### src/include/ihc_defines.svh
// register offsets, field positions and reset values
// assumes inclusion by bare name from the design file
`ifndef IHC_DEFINES_SVH
`define IHC_DEFINES_SVH

`define IHC_ADDR_RELOAD 12'h000
`define IHC_ADDR_DATA 12'h004
`define IHC_ADDR_CTRL_ONE 12'h008
`define IHC_ADDR_CTRL_TWO 12'h00C
`define IHC_ADDR_CTRL_THREE 12'h010
`define IHC_ADDR_MASK 12'h014
`define IHC_ADDR_STATUS 12'h018
`define IHC_ADDR_IRQ_STATUS 12'h01C
`define IHC_ADDR_IRQ_MASK 12'h020

// control one
`define IHC_C1_ENABLE 5
// control two
`define IHC_C2_STOP 2
`define IHC_C2_RESTART 1
// status
`define IHC_ST_STOP_SEEN 4
`define IHC_ST_START_SEEN 3
// interrupt status / mask
`define IHC_IRQ_COLLISION 0
`define IHC_IRQ_DONE 1

`define IHC_RELOAD_RESET 8'h00
`define IHC_CTRL_RESET 8'h00

`endif

### src/include/ihc_pkg.sv
// types used by the collision block
// assumes nothing beyond a SystemVerilog compiler
package ihc_pkg;
  typedef enum logic [3:0] {
    IHC_IDLE,
    IHC_RS_WAIT,
    IHC_RS_SCL_HI,
    IHC_RS_HOLD,
    IHC_RS_FINAL,
    IHC_SP_SDA_LO,
    IHC_SP_SCL_HI,
    IHC_SP_COUNT,
    IHC_SP_SDA_HI
  } ihc_state_t;
  typedef logic [7:0] ihc_byte_t;
endpackage

### src/hw/ihc_host_collision.sv
// i2c host repeated start / stop generator with collision detection,
// apb register file and one level interrupt
// assumes open-drain sda/scl resolved outside; pins are asynchronous
//
// The register offsets and the APB register port were left to the implementer.
`timescale 1ns/1ps
`default_nettype none
`include "ihc_defines.svh"

module ihc_host_collision (
  input wire logic ref_clk,
  input wire logic rst_b,
  input wire logic psel,
  input wire logic penable,
  input wire logic pwrite,
  input wire logic [11:0] paddr,
  input wire logic [31:0] pwdata,
  output logic [31:0] prdata,
  output logic pready,
  output logic pslverr,
  input wire logic sda_in,
  output logic sda_out,
  output logic sda_oe,
  input wire logic scl_in,
  output logic scl_out,
  output logic scl_oe,
  output logic irq
);
  import ihc_pkg::*;

  // ----------------------------------------------------------------
  // pin synchronisers
  // ----------------------------------------------------------------
  logic [1:0] sda_sync_reg;
  logic [1:0] scl_sync_reg;
  logic scl_prev_reg;
  logic sda, scl, scl_fall;

  // reset to the pulled-up idle level so no false edge follows reset
  always_ff @(posedge ref_clk) begin
    if (!rst_b) begin
      sda_sync_reg <= 2'b11;
    end else begin
      sda_sync_reg <= {sda_sync_reg[0], sda_in};
    end
  end

  always_ff @(posedge ref_clk) begin
    if (!rst_b) begin
      scl_sync_reg <= 2'b11;
    end else begin
      scl_sync_reg <= {scl_sync_reg[0], scl_in};
    end
  end

  // scl history, fed only from the second sync stage
  always_ff @(posedge ref_clk) begin
    if (!rst_b) begin
      scl_prev_reg <= 1'b1;
    end else begin
      scl_prev_reg <= scl_sync_reg[1];
    end
  end

  assign sda = sda_sync_reg[1];
  assign scl = scl_sync_reg[1];
  assign scl_fall = scl_prev_reg & ~scl;

  // ----------------------------------------------------------------
  // registers
  // ----------------------------------------------------------------
  ihc_byte_t reload_reg;
  ihc_byte_t data_reg;
  ihc_byte_t ctrl_one_reg;
  ihc_byte_t ctrl_three_reg;
  ihc_byte_t addr_mask_reg;
  ihc_byte_t irq_mask_reg;
  ihc_byte_t irq_status_reg;
  logic restart_request_reg;
  logic stop_request_reg;
  logic start_seen_reg;
  logic stop_seen_reg;
  ihc_state_t state_reg;
  ihc_byte_t count_reg;

  logic wr_en, rd_en, enabled, collision, done, count_zero;
  assign wr_en = psel & penable & pwrite & pready;
  assign rd_en = psel & penable & ~pwrite & pready;
  assign enabled = ctrl_one_reg[`IHC_C1_ENABLE];
  assign count_zero = (count_reg == 8'h00);

  always_ff @(posedge ref_clk) begin
    if (!rst_b) begin
      reload_reg <= `IHC_RELOAD_RESET;
      data_reg <= `IHC_CTRL_RESET;
      ctrl_one_reg <= `IHC_CTRL_RESET;
      ctrl_three_reg <= `IHC_CTRL_RESET;
      addr_mask_reg <= `IHC_CTRL_RESET;
      irq_mask_reg <= `IHC_CTRL_RESET;
    end else if (wr_en) begin
      unique case (paddr)
        `IHC_ADDR_RELOAD: reload_reg <= pwdata[7:0];
        // data byte is only stored and read back over apb, never sent or received
        `IHC_ADDR_DATA: data_reg <= pwdata[7:0];
        `IHC_ADDR_CTRL_ONE: ctrl_one_reg <= pwdata[7:0];
        `IHC_ADDR_CTRL_THREE: ctrl_three_reg <= pwdata[7:0];
        `IHC_ADDR_MASK: addr_mask_reg <= pwdata[7:0];
        `IHC_ADDR_IRQ_MASK: irq_mask_reg <= pwdata[7:0];
        default: begin
        end
      endcase
    end
  end

  // ----------------------------------------------------------------
  // request bits: software sets, hardware clears on done or abort
  // ----------------------------------------------------------------
  logic ctrl_two_wr;
  assign ctrl_two_wr = wr_en & (paddr == `IHC_ADDR_CTRL_TWO);

  always_ff @(posedge ref_clk) begin
    if (!rst_b || !enabled) begin
      restart_request_reg <= 1'b0;
      stop_request_reg <= 1'b0;
    end else if (collision || done) begin
      restart_request_reg <= 1'b0;
      stop_request_reg <= 1'b0;
    end else if (ctrl_two_wr && state_reg == IHC_IDLE) begin
      restart_request_reg <= pwdata[`IHC_C2_RESTART];
      stop_request_reg <= pwdata[`IHC_C2_STOP] & ~pwdata[`IHC_C2_RESTART];
    end
  end

  // ----------------------------------------------------------------
  // condition sequencer and bit-period counter
  // ----------------------------------------------------------------
  logic sda_drive_low_reg, scl_drive_low_reg;

  always_comb begin
    collision = 1'b0;
    if (enabled) begin
      unique case (state_reg)
        IHC_RS_SCL_HI: collision = scl && !sda;
        IHC_RS_HOLD: collision = scl_fall;
        IHC_SP_SCL_HI: collision = 1'b0;
        IHC_SP_COUNT: collision = !scl;
        IHC_SP_SDA_HI: collision = count_zero && !sda;
        default: collision = 1'b0;
      endcase
    end
  end

  assign done = (state_reg == IHC_RS_FINAL && count_zero) ||
                (state_reg == IHC_SP_SDA_HI && count_zero && sda);

  always_ff @(posedge ref_clk) begin
    if (!rst_b || !enabled) begin
      state_reg <= IHC_IDLE;
      count_reg <= 8'h00;
      sda_drive_low_reg <= 1'b0;
      scl_drive_low_reg <= 1'b0;
    end else if (collision) begin
      state_reg <= IHC_IDLE;
      sda_drive_low_reg <= 1'b0;
      scl_drive_low_reg <= 1'b0;
      count_reg <= 8'h00;
    end else begin
      if (!count_zero) count_reg <= count_reg - 8'h01;
      unique case (state_reg)
        IHC_IDLE: begin
          if (restart_request_reg) begin
            sda_drive_low_reg <= 1'b0;
            scl_drive_low_reg <= 1'b1;
            count_reg <= reload_reg;
            state_reg <= IHC_RS_WAIT;
          end else if (stop_request_reg) begin
            sda_drive_low_reg <= 1'b1;
            scl_drive_low_reg <= 1'b1;
            state_reg <= IHC_SP_SDA_LO;
          end
        end
        IHC_RS_WAIT: begin
          if (count_zero) begin
            scl_drive_low_reg <= 1'b0;
            state_reg <= IHC_RS_SCL_HI;
          end
        end
        IHC_RS_SCL_HI: begin
          if (scl) begin
            count_reg <= reload_reg;
            state_reg <= IHC_RS_HOLD;
          end
        end
        IHC_RS_HOLD: begin
          // sda may fall here from another host; not a collision
          if (count_zero && scl && sda) begin
            sda_drive_low_reg <= 1'b1;
            count_reg <= reload_reg;
            state_reg <= IHC_RS_FINAL;
          end else if (count_zero) begin
            // sda already low from an earlier start; drive sda low and go on to the final hold
            count_reg <= reload_reg;
            sda_drive_low_reg <= 1'b1;
            state_reg <= IHC_RS_FINAL;
          end
        end
        IHC_RS_FINAL: begin
          if (count_zero) begin
            scl_drive_low_reg <= 1'b1;
            state_reg <= IHC_IDLE;
          end
        end
        IHC_SP_SDA_LO: begin
          if (!sda) begin
            scl_drive_low_reg <= 1'b0;
            state_reg <= IHC_SP_SCL_HI;
          end
        end
        IHC_SP_SCL_HI: begin
          // clock stretching: wait for scl to really read high
          if (scl) begin
            count_reg <= reload_reg;
            state_reg <= IHC_SP_COUNT;
          end
        end
        IHC_SP_COUNT: begin
          if (count_zero) begin
            sda_drive_low_reg <= 1'b0;
            count_reg <= reload_reg;
            state_reg <= IHC_SP_SDA_HI;
          end
        end
        IHC_SP_SDA_HI: begin
          if (count_zero) state_reg <= IHC_IDLE;
        end
        default: state_reg <= IHC_IDLE;
      endcase
    end
  end

  // ----------------------------------------------------------------
  // bus condition monitor for start / stop seen bits
  // ----------------------------------------------------------------
  logic sda_prev_reg;
  always_ff @(posedge ref_clk) begin
    if (!rst_b || !enabled) begin
      sda_prev_reg <= 1'b1;
      start_seen_reg <= 1'b0;
      stop_seen_reg <= 1'b0;
    end else begin
      sda_prev_reg <= sda;
      if (scl && scl_prev_reg && sda_prev_reg && !sda) begin
        start_seen_reg <= 1'b1;
        stop_seen_reg <= 1'b0;
      end else if (scl && scl_prev_reg && !sda_prev_reg && sda) begin
        stop_seen_reg <= 1'b1;
        start_seen_reg <= 1'b0;
      end
    end
  end

  // ----------------------------------------------------------------
  // interrupts: sticky, cleared by read, set beats clear
  // ----------------------------------------------------------------
  ihc_byte_t irq_set;
  ihc_byte_t irq_status_next;
  logic irq_rd;
  assign irq_rd = rd_en & (paddr == `IHC_ADDR_IRQ_STATUS);

  always_comb begin
    irq_set = 8'h00;
    irq_set[`IHC_IRQ_COLLISION] = collision;
    irq_set[`IHC_IRQ_DONE] = done;
  end

  // a read clears, but an event in the same cycle still lands
  assign irq_status_next = irq_rd ? irq_set : (irq_status_reg | irq_set);

  always_ff @(posedge ref_clk) begin
    if (!rst_b) begin
      irq_status_reg <= 8'h00;
    end else begin
      irq_status_reg <= irq_status_next;
    end
  end

  // fed from the next status so the level tracks the sticky bits
  always_ff @(posedge ref_clk) begin
    if (!rst_b) begin
      irq <= 1'b0;
    end else begin
      irq <= |(irq_status_next & irq_mask_reg);
    end
  end

  // ----------------------------------------------------------------
  // pin drivers: open drain, oe high only while pulling low
  // ----------------------------------------------------------------
  // collision lets go in the same cycle as the abort, not one later
  always_ff @(posedge ref_clk) begin
    if (!rst_b) begin
      sda_oe <= 1'b0;
    end else begin
      sda_oe <= sda_drive_low_reg & enabled & ~collision;
    end
  end

  always_ff @(posedge ref_clk) begin
    if (!rst_b) begin
      scl_oe <= 1'b0;
    end else begin
      scl_oe <= scl_drive_low_reg & enabled & ~collision;
    end
  end

  // open drain: the data value stays low, only the enables move
  always_ff @(posedge ref_clk) begin
    if (!rst_b) begin
      sda_out <= 1'b0;
      scl_out <= 1'b0;
    end else begin
      sda_out <= 1'b0;
      scl_out <= 1'b0;
    end
  end

  // ----------------------------------------------------------------
  // apb read path, one wait state so pready comes from a flop
  // ----------------------------------------------------------------
  ihc_byte_t rd_byte;
  logic rd_hit;
  always_comb begin
    rd_byte = 8'h00;
    rd_hit = 1'b1;
    unique case (paddr)
      `IHC_ADDR_RELOAD: rd_byte = reload_reg;
      `IHC_ADDR_DATA: rd_byte = data_reg;
      `IHC_ADDR_CTRL_ONE: rd_byte = ctrl_one_reg;
      `IHC_ADDR_CTRL_TWO: begin
        rd_byte[`IHC_C2_STOP] = stop_request_reg;
        rd_byte[`IHC_C2_RESTART] = restart_request_reg;
      end
      `IHC_ADDR_CTRL_THREE: rd_byte = ctrl_three_reg;
      `IHC_ADDR_MASK: rd_byte = addr_mask_reg;
      `IHC_ADDR_STATUS: begin
        rd_byte[`IHC_ST_STOP_SEEN] = stop_seen_reg;
        rd_byte[`IHC_ST_START_SEEN] = start_seen_reg;
      end
      `IHC_ADDR_IRQ_STATUS: rd_byte = irq_status_reg;
      `IHC_ADDR_IRQ_MASK: rd_byte = irq_mask_reg;
      default: rd_hit = 1'b0;
    endcase
  end

  always_ff @(posedge ref_clk) begin
    if (!rst_b) begin
      pready <= 1'b0;
      pslverr <= 1'b0;
      prdata <= 32'h0000_0000;
    end else begin
      pready <= psel & penable & ~pready;
      pslverr <= psel & penable & ~pready & ~rd_hit;
      prdata <= {24'h00_0000, rd_byte};
    end
  end

endmodule

`default_nettype wire

### config.mk
export PLATFORM = sky130hd
export DESIGN_NAME = ihc_host_collision
export DESIGN_NICKNAME = d
export VERILOG_FILES = /design/src/include/ihc_pkg.sv /design/src/hw/ihc_host_collision.sv
export VERILOG_INCLUDE_DIRS = /design/src /design/src/include
export SDC_FILE = /design/constraint.sdc
export NUM_CORES = 1
export LEC_CHECK = 0
export BUFFER_PORTS_ARGS = -buffer_cell sky130_fd_sc_hd__buf_2
export CORE_MARGIN = 3
export CORE_UTILIZATION = 55
export CTS_CLUSTER_DIAMETER = 100
export DETAILED_ROUTE_END_ITERATION = 6
export PLACE_DENSITY = 0.83
export SYNTH_ARGS = -nofsm -noshare
export SYNTH_HDL_FRONTEND = slang
export SYNTH_SLANG_ARGS = --single-unit
### constraint.sdc
create_clock -name ref_clk -period 2.4 [get_ports ref_clk]
set_input_delay 0.48 -clock ref_clk [delete_from_list [all_inputs] [get_ports ref_clk]]
set_output_delay 0.48 -clock ref_clk [all_outputs]
set_load 0.02 [all_outputs]
==> impl_metrics.csv <==
group,metric,value,unit
timing,worst_slack,0.0984,ns
timing,finalClockSkew,0.00556,ns
place,portBuffers,39,
logic_synthesis,synth-simple-area-share,0.237,
worst_setup_path,critPathMaxFanout,8,
clock_tree,clk_latency,0.37,ns
worst_setup_path,critPathKind,"register to register",
clock_tree,cts_hold_buffers,0,
die,initial_core_util,0.584,
layout,syn_to_final_growth,11.4,%
logic_synthesis,synth_seq_cells,93,
logic_synthesis,yosys_most_used_dff,"dfxtp_1",
min_path,hold_start,"scl_in",
logic_synthesis,yosysUniqueCellTypes,74,
worst_setup_path,startpoint_type,"register",
place,dp_slack,0.0106,ns
die,die_area,9600,µm²
clock_tree,clockBufferDepth,2,
detailed_routing,drtIter0Drc,425,
timing,rsz0062_at_grt,"no",
clock_tree,cts.root.buffer_cell,"clkbuf_8",
logic_synthesis,synth_area_leaders,"dfxtp_1, mux2i_1, buf_4",
timing,fmax,434,MHz
logic_synthesis,synth_edf_count,0,
detailed_routing,ant_nets,0,
logic_synthesis,syn_area_per_cell,8.73,µm²
detailed_routing,vias_per_cell,6.20,
outcome,run_status,"finished, final reports clean",
detailed_routing,drc,0,
grt,grt_pass1_wl,20.2,mm
min_path,min_path_type,"input port to register",
logic_synthesis,synth_compound_area_frac,0.185,
clock_tree,cts_made_buffers,9,
die,die_w,98.0,µm
clock_tree,clock_sinks,93,
worst_setup_path,reg2reg_setup_slack,0.1,ns
grt,grt_overflow,0,
clock_tree,cts_tree,"done",
worst_setup_path,cp-end-kind,"register",
detailed_routing,vias,4267,
power_and_ir_drop,leakagePower,1.87,nW
logic_synthesis,ys_seq_area_frac,0.400,
grt,grt_util_all_layers,0.262,
logic_synthesis,yosys.area_share.xor_xnor,0.00941,
logic_synthesis,synth_top_area_frac,0.400,
logic_synthesis,synthMuxAreaShare,0.0847,
detailed_routing,wl_per_cell,18.4,µm
power_and_ir_drop,ir_drop,0.000280,V
layout,most-common-layout-cells,"dfxtp_1, nand2_1, buf_2",
logic_synthesis,synthAdderAreaFrac,0.00269,
worst_setup_path,r2r-start,"count_reg[0]$_SDFF_PP0_",
layout,fin_util,0.651,
timing,fin_tns_setup,0,ns
job,maxCapViolations,0,
logic_synthesis,netlist_instances,533,
logic_synthesis,synth_area,4650,µm²
die,pin_count,90,
logic_synthesis,async_flop_share,0,
min_path,hold_depth,2,
worst_setup_path,crit_required,2.66,ns
layout,nNetsFinal,633,
layout,final_common_cell,"dfxtp_1",
worst_setup_path,reg2reg_to,"count_reg[1]$_SDFF_PP0_",
timing,worst_pin_slew,0.705,ns
timing,hold_violations,0,
grt,grt_max_degree,52,
clock_tree,clkTransAtPathRegs,0.08,ns
grt,first_global_vias,3929,
timing,slew_headroom,0.526,
worst_setup_path,arrival,2.56,ns
detailed_routing,dr.pass1.iters,5,
place,dpl.hpwl,8.98,mm
clock_tree,htreeDepth,3,
logic_synthesis,synth.largest_area_cell,"dfxtp_1",
timing,final-max-slew-violation-count,0,
timing,min_period,2.30,ns
timing,period_share,0.959,
detailed_routing,wl,12.7,mm
worst_setup_path,reg2reg_depth,6,
layout,antenna_cells,0,
place,globalplace.congestion,0.961,
power_and_ir_drop,powerDensity,542,nW/µm²
min_path,min_to,"scl_sync_reg[0]$_SDFF_PN1_",
grt,antenna_found_initial,0,
layout,fill_cells,664,
logic_synthesis,yosys_warnings,0,
layout,multi_input_area,2520,µm²
die,core-area,7970,µm²
logic_synthesis,synth_top_family_by_area,"simple AND/OR/NAND/NOR gates",
layout,drive_above_1_share,0.176,
layout,seqCellArea,1860,µm²
die,std_cell_rows,32,
die,chipHeight,98.0,µm
timing,setup_viol,0,
==> how the worst max path moves through the flow <==
stage                                        from                        endpoint  slack [ns]  depth (start not counted)
final                     count_reg[0]$_SDFF_PP0_         count_reg[1]$_SDFF_PP0_         0.1                          6
after floorplan                          paddr[7]                  irq$_SDFF_PN0_        0.19                          6
after global placement                   paddr[1]  ctrl_three_reg[3]$_SDFFE_PN0P_        0.07                          7
after global routing      count_reg[0]$_SDFF_PP0_         count_reg[1]$_SDFF_PP0_        0.01                          6
after detailed placement                 paddr[1]  ctrl_three_reg[6]$_SDFFE_PN0P_        0.01                          7
after CTS                 count_reg[0]$_SDFF_PP0_         count_reg[1]$_SDFF_PP0_        0.07                          6
==> power by group <==
group,switching (W),total [W],internal (W)
combinational,0.000127,0.000180,0.0000530
sequential,0.00000413,0.00155,0.00155
clock,0.000565,0.00108,0.000512
total,0.000696,0.00281,0.00211
==> worst max-delay path, stage by stage, from the launching register on <==
cell	delay [ns]
dfxtp_1	0.34
inv_1	0.09
ha_1	0.22
or4b_4	0.52
or2_1	0.34
and2_1	0.28
a2111oi_2	0.40
==> cells in the mapped netlist (2+ instances only) <==
cell       number
dfxtp_1        93
nand2_1        47
mux2i_1        36
nand3_1        31
nor2_1         31
nor2b_1        29
buf_4          27
a21boi_0       25
clkbuf_1       22
a21oi_1        20
o21ai_0        16
inv_1          12
a22oi_1        10
nor3_1         10
nor4_1          9
a31oi_1         8
and2_1          7
nand2b_1        7
buf_2           5
a221oi_1        4
and3_1          4
o211ai_1        4
o22ai_1         4
or2_2           4
or3_1           4
xor2_1          4
a222oi_1        3
a32oi_1         3
a211oi_1        2
a21o_1          2
a311oi_1        2
nand3b_1        2
o21a_1          2
o2bb2ai_1       2
or4_1           2
or4b_2          2
==> final cells by class <==
cell class | instances | share of cell area
Timing Repair Buffer | 68 | 0.0821
Sequential cell | 93 | 0.359
Clock inverter | 5 | 0.0113
Clock buffer | 11 | 0.0273
Tap cell | 102 | 0.0246
Inverter | 12 | 0.00869
Multi-Input combinational cell | 397 | 0.487
==> routing by layer <==
layer | vias to the layer above | track usage | wire length, µm
li1 | 1962 | - | -
met1 | 1987 | 0.371 | 5370
met2 | 281 | 0.399 | 5590
met3 | 37 | 0.0457 | 1350
met4 | 0 | 0.102 | 361
met5 | - | 0 | 0
==> repair_timing <==
item,CTS,global route
resized for setup,0,3
buffers inserted,0,0
setup endpoints to repair,0,8
==> metrics by stage <==
stage	instance area, µm²	cells	total power (W)	hold WS [ns]
2_1_floorplan	4750	558	0.00173	0.386
3_3_place_gp	4970	672	0.00176	0.391
3_5_place_dp	4970	672	0.00176	0.399
4_1_cts	5170	688	0.00280	0.289
5_1_grt	5180	688	0.00289	0.284
6_report	5180	688	0.00281	0.289
==> cells by family after synthesis <==
family                     Yosys count
other                                1
buffers and inverters               68
DFF                                 93
xor gates and xnor gates             5
adders and majority gates            1
muxes                               38
AOI/OAI and AO/OA                  122
and+or+nand+nor                    205
Power figures use the tool's default switching activity.
